==> src/verilog/arpf_pkg.sv <==
// Shared constants for the asynchronous receive packet formatter
package arpf_pkg;

   // Transaction codes of the serial bus standard
   localparam logic [3:0] TC_WR_QUAD_REQ = 4'h0;
   localparam logic [3:0] TC_WR_BLK_REQ = 4'h1;
   localparam logic [3:0] TC_WR_RESP = 4'h2;
   localparam logic [3:0] TC_RD_QUAD_REQ = 4'h4;
   localparam logic [3:0] TC_RD_BLK_REQ = 4'h5;
   localparam logic [3:0] TC_RD_QUAD_RESP = 4'h6;
   localparam logic [3:0] TC_RD_BLK_RESP = 4'h7;
   localparam logic [3:0] TC_LOCK_REQ = 4'h9;
   localparam logic [3:0] TC_LOCK_RESP = 4'hb;

   // Retry codes, carried through as received
   localparam logic [1:0] RETRY_NEW = 2'h0;
   localparam logic [1:0] RETRY_X = 2'h1;
   localparam logic [1:0] RETRY_A = 2'h2;
   localparam logic [1:0] RETRY_B = 2'h3;

   // Receive speed codes; the fourth code is undefined
   localparam logic [1:0] SPD_100 = 2'h0;
   localparam logic [1:0] SPD_200 = 2'h1;
   localparam logic [1:0] SPD_400 = 2'h2;

   // Field positions inside the quadlets
   localparam int HDR_ID_LSB = 16;
   localparam int STAT_SPD_LSB = 16;
   localparam int LOCK_RCODE_BITS = 4;

   // Values after reset
   localparam logic [31:0] WORD_RST = 32'h0;
   localparam logic [14:0] QCNT_RST = 15'h0;

   // Formatter states, one-hot
   typedef enum logic [6:0] {
      ST_IDLE = 7'h01,
      ST_HDR0 = 7'h02,
      ST_HDR1 = 7'h04,
      ST_HDR2 = 7'h08,
      ST_HDR3 = 7'h10,
      ST_PAY = 7'h20,
      ST_STAT = 7'h40
   } arpf_state_type;

endpackage

==> src/verilog/arpf_buffer.sv <==
`timescale 1ns/1ps
`default_nettype none
// Two-entry buffer: an output register plus one skid register
module arpf_buffer (
   input wire logic clock,
   input wire logic rstn,
   input wire logic in_valid,
   output logic in_ready,
   input wire logic [31:0] in_data,
   output logic out_valid,
   input wire logic out_ready,
   output logic [31:0] out_data
);
   logic out_valid_r;
   logic [31:0] out_data_r;
   logic skid_valid_r;
   logic [31:0] skid_data_r;
   logic in_ready_r;
   logic push;
   logic out_load;
   logic skid_valid_nxt;

   // Ready is registered, so the skid entry catches the word sent while it falls
   assign push = in_valid & in_ready_r;
   assign out_load = ~out_valid_r | out_ready;
   assign skid_valid_nxt = out_load ? 1'b0 : (skid_valid_r | push);

   // Output register refills from the skid entry first to keep order
   always_ff @(posedge clock) begin
      if (!rstn) begin
         out_valid_r <= 1'b0;
         out_data_r <= arpf_pkg::WORD_RST;
         skid_valid_r <= 1'b0;
         skid_data_r <= arpf_pkg::WORD_RST;
         in_ready_r <= 1'b0;
      end else begin
         if (out_load) begin
            out_valid_r <= skid_valid_r | push;
            out_data_r <= skid_valid_r ? skid_data_r : in_data;
         end else if (push) begin
            skid_data_r <= in_data;
         end
         skid_valid_r <= skid_valid_nxt;
         in_ready_r <= ~skid_valid_nxt;
      end
   end

   assign in_ready = in_ready_r;
   assign out_valid = out_valid_r;
   assign out_data = out_data_r;
endmodule // arpf_buffer
`default_nettype wire

==> src/verilog/arpf_formatter.sv <==
`timescale 1ns/1ps
`default_nettype none
module arpf_formatter (
   input wire logic clock,
   input wire logic rstn,
   input wire logic hdr_valid,
   output logic hdr_ready,
   input wire logic [9:0] dest_bus,
   input wire logic [5:0] dest_node,
   input wire logic [5:0] txn_label,
   input wire logic [1:0] retry_code,
   input wire logic [3:0] txn_code,
   input wire logic [3:0] prio_level,
   input wire logic [15:0] src_node_id,
   input wire logic [15:0] dest_offset_upper,
   input wire logic [31:0] dest_offset_lower,
   input wire logic [31:0] quad_data,
   input wire logic [15:0] byte_count,
   input wire logic [15:0] ext_txn_code,
   input wire logic [1:0] speed_code,
   input wire logic [3:0] ack_returned,
   input wire logic pay_valid,
   output logic pay_ready,
   input wire logic [31:0] pay_data,
   output logic rx_valid,
   input wire logic rx_ready,
   output logic [31:0] rx_data
);
   arpf_pkg::arpf_state_type st_r;
   arpf_pkg::arpf_state_type st_nxt;

   // Captured packet fields
   logic [15:0] dest_id_r;
   logic [15:0] ctrl_r;
   logic [3:0] code_r;
   logic [15:0] src_r;
   logic [15:0] upper_r;
   logic [31:0] lower_r;
   logic [31:0] qdata_r;
   logic [15:0] count_r;
   logic [15:0] ext_r;
   logic [1:0] speed_r;
   logic [3:0] ack_r;
   logic [14:0] qleft_r;
   logic [14:0] qleft_nxt;

   // Staging word in front of the buffer
   logic wr_valid_r;
   logic wr_valid_nxt;
   logic [31:0] wr_data_r;
   logic [31:0] wr_data_nxt;
   logic hdr_ready_r;
   logic pay_ready_r;
   logic pay_ready_nxt;
   logic buf_in_ready;

   logic hdr_take;
   logic pay_take;
   logic stage_free;
   logic hdr_state;
   logic emit;
   logic is_block;
   logic has_data;
   logic is_lock_resp;
   logic last_quad;
   logic [14:0] quad_total;
   logic [11:0] upper_low_keep;
   logic [15:0] upper_fmt;
   logic [31:0] pad_mask;
   logic [31:0] word_hdr0;
   logic [31:0] word_hdr1;
   logic [31:0] word_hdr2;
   logic [31:0] word_hdr3;
   logic [31:0] word_stat;
   logic [31:0] word_emit;

   // Handshakes; both readies are flops so the source sees clean levels
   assign hdr_take = hdr_valid & hdr_ready_r;
   assign pay_take = pay_valid & pay_ready_r;
   assign stage_free = ~wr_valid_r | buf_in_ready;
   assign hdr_state = (st_r == arpf_pkg::ST_HDR0) | (st_r == arpf_pkg::ST_HDR1)
      | (st_r == arpf_pkg::ST_HDR2) | (st_r == arpf_pkg::ST_HDR3)
      | (st_r == arpf_pkg::ST_STAT);
   assign emit = hdr_state & stage_free;

   // Packet class decoded from the captured transaction code
   assign is_block = (code_r == arpf_pkg::TC_WR_BLK_REQ) | (code_r == arpf_pkg::TC_RD_BLK_REQ)
      | (code_r == arpf_pkg::TC_RD_BLK_RESP) | (code_r == arpf_pkg::TC_LOCK_REQ)
      | (code_r == arpf_pkg::TC_LOCK_RESP);
   assign has_data = (code_r == arpf_pkg::TC_WR_QUAD_REQ) | (code_r == arpf_pkg::TC_WR_BLK_REQ)
      | (code_r == arpf_pkg::TC_RD_QUAD_RESP) | (code_r == arpf_pkg::TC_RD_BLK_RESP)
      | (code_r == arpf_pkg::TC_LOCK_REQ) | (code_r == arpf_pkg::TC_LOCK_RESP);
   assign is_lock_resp = code_r == arpf_pkg::TC_LOCK_RESP;

   // Quadlets of payload: byte count rounded up to whole quadlets
   assign quad_total = {1'b0, count_r[15:2]} + {14'h0, |count_r[1:0]};
   assign last_quad = qleft_r == 15'h1;

   // Reserved offset bits of a lock response read as zero
   assign upper_low_keep = is_lock_resp ? 12'h0 : upper_r[11:0];
   assign upper_fmt = {upper_r[15:12], upper_low_keep};

   // Zero bytes past the end of the payload; byte 0 is the top lane
   assign pad_mask = (!last_quad || count_r[1:0] == 2'h0) ? 32'hffffffff :
      (count_r[1:0] == 2'h1) ? 32'hff000000 :
      (count_r[1:0] == 2'h2) ? 32'hffff0000 : 32'hffffff00;

   // Header, length and status words
   assign word_hdr0 = {dest_id_r, ctrl_r};
   assign word_hdr1 = {src_r, upper_fmt};
   assign word_hdr2 = {lower_r[31:2], 2'h0};
   assign word_hdr3 = is_block ? {count_r, ext_r} : qdata_r;
   assign word_stat = {14'h0, speed_r, 12'h0, ack_r};

   // Word chosen for the staging register in each header state
   assign word_emit = (st_r == arpf_pkg::ST_HDR0) ? word_hdr0 :
      (st_r == arpf_pkg::ST_HDR1) ? word_hdr1 :
      (st_r == arpf_pkg::ST_HDR2) ? word_hdr2 :
      (st_r == arpf_pkg::ST_HDR3) ? word_hdr3 : word_stat;

   // Sequence of quadlets through one packet
   always_comb begin
      st_nxt = st_r;
      qleft_nxt = qleft_r;
      case (st_r)
         arpf_pkg::ST_IDLE: begin
            if (hdr_take) begin
               st_nxt = arpf_pkg::ST_HDR0;
            end
         end
         arpf_pkg::ST_HDR0: begin
            if (emit) begin
               st_nxt = arpf_pkg::ST_HDR1;
            end
         end
         arpf_pkg::ST_HDR1: begin
            if (emit) begin
               st_nxt = arpf_pkg::ST_HDR2;
            end
         end
         arpf_pkg::ST_HDR2: begin
            if (emit) begin
               st_nxt = (is_block || has_data) ? arpf_pkg::ST_HDR3 : arpf_pkg::ST_STAT;
            end
         end
         arpf_pkg::ST_HDR3: begin
            qleft_nxt = quad_total;
            if (emit) begin
               // Block read requests, quadlet packets and empty payloads go straight to status
               if (is_block && has_data && quad_total != 15'h0) begin
                  st_nxt = arpf_pkg::ST_PAY;
               end else begin
                  st_nxt = arpf_pkg::ST_STAT;
               end
            end
         end
         arpf_pkg::ST_PAY: begin
            if (pay_take) begin
               qleft_nxt = qleft_r - 15'h1;
               if (last_quad) begin
                  st_nxt = arpf_pkg::ST_STAT;
               end
            end
         end
         arpf_pkg::ST_STAT: begin
            if (emit) begin
               st_nxt = arpf_pkg::ST_IDLE;
            end
         end
         default: begin
            st_nxt = arpf_pkg::ST_IDLE;
         end
      endcase
   end

   // Staging register loads a header word or a payload word
   assign wr_valid_nxt = emit | pay_take | (wr_valid_r & ~buf_in_ready);
   assign wr_data_nxt = emit ? word_emit :
      pay_take ? (pay_data & pad_mask) : wr_data_r;

   // Payload ready only while the stage stays empty; costs rate, keeps the
   // ready a plain flop with no path from the sink
   assign pay_ready_nxt = (st_nxt == arpf_pkg::ST_PAY) & ~wr_valid_nxt;

   // State and handshake flops
   always_ff @(posedge clock) begin
      if (!rstn) begin
         st_r <= arpf_pkg::ST_IDLE;
         qleft_r <= arpf_pkg::QCNT_RST;
         wr_valid_r <= 1'b0;
         wr_data_r <= arpf_pkg::WORD_RST;
         hdr_ready_r <= 1'b0;
         pay_ready_r <= 1'b0;
      end else begin
         st_r <= st_nxt;
         qleft_r <= qleft_nxt;
         wr_valid_r <= wr_valid_nxt;
         wr_data_r <= wr_data_nxt;
         hdr_ready_r <= st_nxt == arpf_pkg::ST_IDLE;
         pay_ready_r <= pay_ready_nxt;
      end
   end

   // Field capture when a header is accepted; fields pass unchanged
   always_ff @(posedge clock) begin
      if (!rstn) begin
         dest_id_r <= 16'h0;
         ctrl_r <= 16'h0;
         code_r <= 4'h0;
         src_r <= 16'h0;
         upper_r <= 16'h0;
         lower_r <= arpf_pkg::WORD_RST;
         qdata_r <= arpf_pkg::WORD_RST;
         count_r <= 16'h0;
         ext_r <= 16'h0;
         speed_r <= 2'h0;
         ack_r <= 4'h0;
      end else if (hdr_take) begin
         dest_id_r <= {dest_bus, dest_node};
         ctrl_r <= {txn_label, retry_code, txn_code, prio_level};
         code_r <= txn_code;
         src_r <= src_node_id;
         upper_r <= dest_offset_upper;
         lower_r <= dest_offset_lower;
         qdata_r <= quad_data;
         count_r <= byte_count;
         ext_r <= ext_txn_code;
         speed_r <= speed_code;
         ack_r <= ack_returned;
      end
   end

   // Output buffer absorbs a receiver stall without losing a word
   arpf_buffer u_buffer (
      .clock(clock),
      .rstn(rstn),
      .in_valid(wr_valid_r),
      .in_ready(buf_in_ready),
      .in_data(wr_data_r),
      .out_valid(rx_valid),
      .out_ready(rx_ready),
      .out_data(rx_data)
   );

   assign hdr_ready = hdr_ready_r;
   assign pay_ready = pay_ready_r;
endmodule // arpf_formatter
`default_nettype wire

==> config.mk <==
export PLATFORM = sky130hd
export DESIGN_NAME = arpf_formatter
export DESIGN_NICKNAME = d
export VERILOG_FILES = /design/src/verilog/arpf_pkg.sv /design/src/verilog/arpf_buffer.sv /design/src/verilog/arpf_formatter.sv
export SDC_FILE = /design/constraint.sdc
export NUM_CORES = 1
export LEC_CHECK = 0
export ABC_AREA = 0
export BUFFER_PORTS_ARGS = -buffer_cell sky130_fd_sc_hd__buf_2
export CAP_MARGIN = 20
export CORE_MARGIN = 4
export CORE_UTILIZATION = 45
export CTS_CLUSTER_SIZE = 12
export DETAILED_ROUTE_END_ITERATION = 8
export GPL_ROUTABILITY_DRIVEN = 1
export PLACE_DENSITY = 0.67
export SLEW_MARGIN = 0
export SYNTH_ARGS = -nofsm -noshare
export SYNTH_HDL_FRONTEND = slang
export SYNTH_SLANG_ARGS = --single-unit
==> constraint.sdc <==
create_clock -name clock -period 3.11 [get_ports clock]
set_input_delay 0.1555 -clock clock [delete_from_list [all_inputs] [get_ports clock]]
set_output_delay 0.1555 -clock clock [all_outputs]
set_load 0.02 [all_outputs]
# Word-level counts from Yosys, hierarchy flattened
# Index checks and enable logic that the tools add are counted.
dict set report word_totals {
  input_bits 203
  out_inout_bits 35
  wordCells 113
  register_bits 294
}
dict set report op_classes {
  bitwise_logic 31
  muxes 26
  n_addsub 2
  n_reduce_logical 13
  n_eq_ne 19
}
# operator count
set ops {}
lappend ops {{2-to-1 mux 32 bit} 8}
lappend ops {{2-to-1 mux 7 bit} 10}
lappend ops {{case mux 7 bit (7 select lines)} 1}
lappend ops {{2-to-1 mux 24 bit} 2}
lappend ops {{AND 32 bit} 1}
lappend ops {{case mux 15 bit (2 select lines)} 1}
lappend ops {{bitwise OR 1 bit} 18}
lappend ops {{2-to-1 mux 16 bit} 1}
lappend ops {{adder 14 x 1 -> 15 bit} 1}
lappend ops {{== test 15 x 1 -> 1 bit (second input constant)} 1}
lappend ops {{2-to-1 mux 15 bit} 1}
lappend ops {{nonzero test 15 bit} 1}
lappend ops {{subtractor 15 x 1 -> 15 bit (second input constant)} 1}
lappend ops {{== test 7 x 1 -> 1 bit (second input constant)} 2}
lappend ops {{== test 7 x 6 -> 1 bit (second input constant)} 2}
lappend ops {{== test 4 x 3 -> 1 bit (second input constant)} 3}
lappend ops {{2-to-1 mux 12 bit} 1}
lappend ops {{== test 4 bit (second input constant)} 2}
lappend ops {{== test 7 x 2 -> 1 bit (second input constant)} 1}
lappend ops {{== test 7 x 3 -> 1 bit (second input constant)} 1}
lappend ops {{== test 7 x 4 -> 1 bit (second input constant)} 1}
lappend ops {{== test 7 x 5 -> 1 bit (second input constant)} 1}
lappend ops {{== test 7 bit (second input constant)} 1}
lappend ops {{AND 1 bit} 6}
lappend ops {{14 further kinds} 23}

# Longest topological paths before layout
dict set report logic_depth {
  word_depth 13
  ltp_mapped 12
  ltp_nobuf 11
}

# By module
# From an unflattened synthesis, not the netlist that was laid out.
dict set report hier_totals {
  hier_cells 1671
  area_unflattened_um2 13252.7
}
# mod cells_per_inst area_each_um2 seq_area_each_um2 n_inst
set modules_own_cells {}
lappend modules_own_cells {arpf_formatter 1376 10286.1 4424.2 1}
lappend modules_own_cells {arpf_buffer 295 2966.6 1341.3 1}

# Least setup slack after synthesis
# No wires, ideal clock.
dict set report synth_path {
  path_kind {register -> register}
  from {register count_r[0]}
  to {register st_r[5]}
  t_arrival_ps 2298
  stages_incl_launch_ff 13
  setup_ps 126
  period_less_slack_ps 2424
  path_buffers 1
  slack_ps 686
  required_time_ps 2984
  path_cell_list {dfxtp_1 inv_1 ha_1 inv_1 ha_1 ha_1 and4_1 clkbuf_1 a211o_1 a22oi_1 o2111ai_1 o31ai_1 o21ai_1}
}
dict set report synth_via {
  elab_chain_len 7
}
# element line_no
set synth_rtl {}
lappend synth_rtl {{start, declared} arpf_formatter.sv:40} ;# logic [15:0] count_r;
lappend synth_rtl {{start signal, assigned} arpf_formatter.sv:226} ;# count_r <= byte_count;
lappend synth_rtl {{OR reduction 2 bit} arpf_formatter.sv:96} ;# assign quad_total = {1'b0, count_r[15:2]} + {14'h0, |count_r[1:0]};
lappend synth_rtl {{adder 14 x 1 -> 15 bit} arpf_formatter.sv:96}
lappend synth_rtl {{nonzero test 15 bit} arpf_formatter.sv:150} ;# if (is_block && has_data && quad_total != 15'h0) begin
lappend synth_rtl {{logical AND 1 bit} arpf_formatter.sv:150}
lappend synth_rtl {{2-to-1 mux 7 bit} arpf_formatter.sv:150}
lappend synth_rtl {{2-to-1 mux 7 bit} arpf_formatter.sv:148} ;# if (emit) begin
lappend synth_rtl {{case mux 7 bit (7 select lines)} arpf_formatter.sv:125} ;# case (st_r)
lappend synth_rtl {{end signal, assigned} arpf_formatter.sv:188} ;# st_r <= arpf_pkg::ST_IDLE;
lappend synth_rtl {{end signal, assigned} arpf_formatter.sv:195} ;# st_r <= st_nxt;
lappend synth_rtl {{end, declared} arpf_formatter.sv:29} ;# arpf_pkg::arpf_state_type st_r;
# Every way passes these cells.
# A chain may end at the register's enable or synchronous reset.

# Final worst setup path
dict set report layout_path {
  from {register st_r[6]}
  to {register qleft_r[4]}
}
dict set report layout_via {
  elab_chain_len 3
  elab_cells_between_ends 6
  cone_classes {eq/ne: 3; mux: 1; reduce/logical: 2}
}
# element line_no
set layout_rtl {}
lappend layout_rtl {{== test 7 x 6 -> 1 bit or == test 7 x 5 -> 1 bit (tied branches)} arpf_formatter.sv:125}
lappend layout_rtl {{inequality test 2 bit (no source line) or nonzero test 2 bit (tied branches)} -}
lappend layout_rtl {{AND reduction 2 bit (no source line)} -}
lappend layout_rtl {{end signal, assigned} arpf_formatter.sv:189} ;# qleft_r <= arpf_pkg::QCNT_RST;
lappend layout_rtl {{end signal, assigned} arpf_formatter.sv:196} ;# qleft_r <= qleft_nxt;
lappend layout_rtl {{end, declared} arpf_formatter.sv:44} ;# logic [14:0] qleft_r;
# Parallel ways exist; a longest one is shown, timed or not.

==> impl_metrics.json <==
{
  "fillCellCount": 2470,
  "synth_common_cells": "479 x nand2_1, 288 x dfxtp_1, 199 x a21boi_0",
  "cts_tree": "done",
  "cts_root_buf": "clkbuf_16",
  "pwr-share-clk_pct": 40.0,
  "tightest_slew_ns": 1.030,
  "grt_max_degree": 109,
  "drc": 0,
  "period_share_pct": 89.87,
  "switching_share_pct": 25.26,
  "dr.pass1.iters": 7,
  "routedWlPerCell_um": 18.16,
  "slew_viol_final": 0,
  "slew_headroom_pct": 31.31,
  "ys_types": 60,
  "yosys_warnings": 0,
  "htree_levels": 1,
  "cap_violations": 0,
  "grt_pass1_wl_um": 67110,
  "hpwl_um": 27870,
  "final_nets": 2176,
  "min_period_ns": 2.795,
  "core-area_um2": 28860,
  "die_h_um": 179.3,
  "post_cts_buffers": 0,
  "synthesis.area_um2": 13200,
  "pwr-share-comb_pct": 13.3,
  "status": "finished, final reports clean",
  "die_x_um": 179.3,
  "critPathRequiredTime_ns": 3.54,
  "syn_nets": 1806,
  "antenna_found_initial": 0,
  "crit_arrival_ns": 3.23,
  "pwr_density_cell_nw_per_um2": 488.4,
  "clk_pin_slew_worst_paths_ns": 0.06,
  "synth-main-ff-cell": "dfxtp_1",
  "viasPerCell": 5.474,
  "vias": 12968,
  "cp-end-kind": "register",
  "synth-seq-cells": 288,
  "max_freq_mhz": 357.8,
  "critPathLaunchType": "register",
  "synth_area_leaders": "dfxtp_1 44%, nand2_1 14%, a21boi_0 11%, mux2i_1 4.5%, clkbuf_1 2.9%",
  "p_seq_share_pct": 46.7,
  "finalSetupViolCount": 0,
  "synthArstFlopShare_pct": 0,
  "synth_top_area_cell": "dfxtp_1",
  "numCtsBuffers": 31,
  "clock_latency_ns": 0.55,
  "grt_overflow_total": 0,
  "first_iter_violations": 1265,
  "power_switching_w": 0.002176,
  "path_class": "reg2reg",
  "port_buffers": 235,
  "internal_power_w": 0.006436,
  "num_io_pins": 238,
  "rsz0062_at_grt": "false",
  "crit_fanout": 31,
  "diodes": 0,
  "hp-class": "in2reg",
  "vdd_drop_max_mv": 0.3829,
  "cts.sinks": 288,
  "final_layout_size_suffix_gt1_share_pct": 16.93,
  "fin_tns_setup_ns": 0,
  "syn_to_final_growth_pct": 33.55,
  "synth-edff-count": 0,
  "synthCells": 1597,
  "syn_area_per_cell_um2": 8.267,
  "yosysTopAreaCellShare_pct": 43.67,
  "gp_congestion": 0.9079,
  "cts_buffer_depth": 3,
  "hold_viol": 0,
  "drt-total-wl_um": 43010,
  "dieArea_um2": 32140,
  "yosysMostFrequentCell": "nand2_1",
  "antenna_left": 0,
  "initial_utilization_pct": 45.75,
  "skew_ns": 0.01326,
  "finalPower_w": 0.008612,
  "seq_area_frac_synth_pct": 43.67,
  "leakage_nw": 7.263,
  "grt_pass1_vias": 12502,
  "grt_usage_pct": 26.21,
  "fp-row-count": 62
}
## critical path: stages (launching register included)
cell and delay, ns:
dfxtp_1 0.37, or4_1 0.79, or4b_1 0.58, buf_4 0.28, o21ai_4 0.25, o21ai_1 0.13, a22oi_1 0.20, nor2b_1 0.06
## state kept, by name, indices dropped and copies added, names as in the netlist, 2 cells and up
signal	flops
speed_r	2
ack_r	4
dest_id_r	16
wr_data_r	32
qdata_r	32
st_r	7
lower_r	30
qleft_r	15
upper_r	16
src_r	16
ctrl_r	16
u_buffer.out_data	32
ext_r	16
u_buffer.skid_data_r	32
count_r	16
## repair_timing
| action | in CTS | in global routing |
|---|---|---|
| endpoints found under the setup margin | 0 | 0 |
| gates resized for setup | 0 | 0 |
| hold buffers | 196 | 0 |
| endpoints found under the hold margin | 196 | 0 |
## path summary, 6_finish.rpt
check / startpoint / to / slack [ns] / cells past startpoint
worst max-delay path: st_r[6] / qleft_r[4] / 0.31 / 7
worst min-delay path: rstn / qleft_r[0] / 0.14 / 3
worst max register to register: st_r[6] / qleft_r[4] / 0.31 / 7
worst min register to register: ctrl_r[2] / ctrl_r[2] / 0.46 / 2
## metrics by stage
step                      hold WS (ns)  cells  worst slack, ns  cell area [um2]  utilization [%]
after global routing            0.1726   2369           0.1924            17630            61.10
final                           0.1382   2369           0.3150            17630            61.10
after detailed placement        0.4132   2121           0.3609            14710            50.96
after floorplan                 0.3004   1597           0.6863            13200                -
after global placement          0.4082   2121           0.4076            14710            50.96
after CTS                       0.1189   2368           0.3418            17600            61.00
## power by group through the flow
stage                     registers (W)  clock network [W]  logic (W)
final                           0.00402            0.00345    0.00114
after global routing            0.00404            0.00365    0.00126
after CTS                       0.00402            0.00349    0.00112
after detailed placement        0.00410                  0   0.000925
after global placement          0.00409                  0   0.000912
after floorplan                 0.00407                  0   0.000576
## area by class of cell
type	instances	area, um2	area share [%]
clock buffer	46	882.1	5.003
clock inverter	5	53.80	0.3051
inverter	12	45.04	0.2555
multi-input combinational	1163	6889	39.07
sequential	288	5767	32.71
tap	384	480.5	2.725
timing repair buffer	471	3515	19.93
## cell usage in the layout, fill, tap and decap left out, drive strengths merged, types with 4 or more instances in the layout
master	instances
o211a	33
nand3	22
a21oi	32
nor4	9
nand4	8
o2111ai	5
buf	275
and2	9
nor2	37
mux2i	59
nor3	16
nand2b	6
xnor2	12
inv	13
nor2b	10
dlygate4sd3	196
a211oi	5
o21ai	59
o32ai	5
a21boi	203
clkbuf	46
or4	4
o211ai	25
a22oi	15
ha	6
a222oi	18
or3	5
xor2	6
a221oi	20
a31oi	7
and3	15
dfxtp	288
nand2	479
nand3b	5
## layer usage
metal | up-vias | wire, um | share of wire (%) | track usage (%)
li1 | 6298 | - | - | -
met1 | 6041 | 18510 | 43 | 35.15
met2 | 515 | 19710 | 46 | 42.85
met3 | 114 | 2855 | 6.6 | 3.627
met4 | 0 | 1931 | 4.5 | 10.25
met5 | - | 0 | 0 | 0
## kinds of logic (layout without fill, tap and decap cells)
logic type	count (synthesis)	count (layout)	share of synthesized area, %
simple gates	636	636	20.56
compound gates	442	442	24.98
flops	288	288	43.67
buf+inv	146	534	4.388
mux	61	61	4.644
xor+xnor	18	18	1.194
fa+ha+maj	6	6	0.5686
Note: power is estimated with default switching activity, not from simulation.
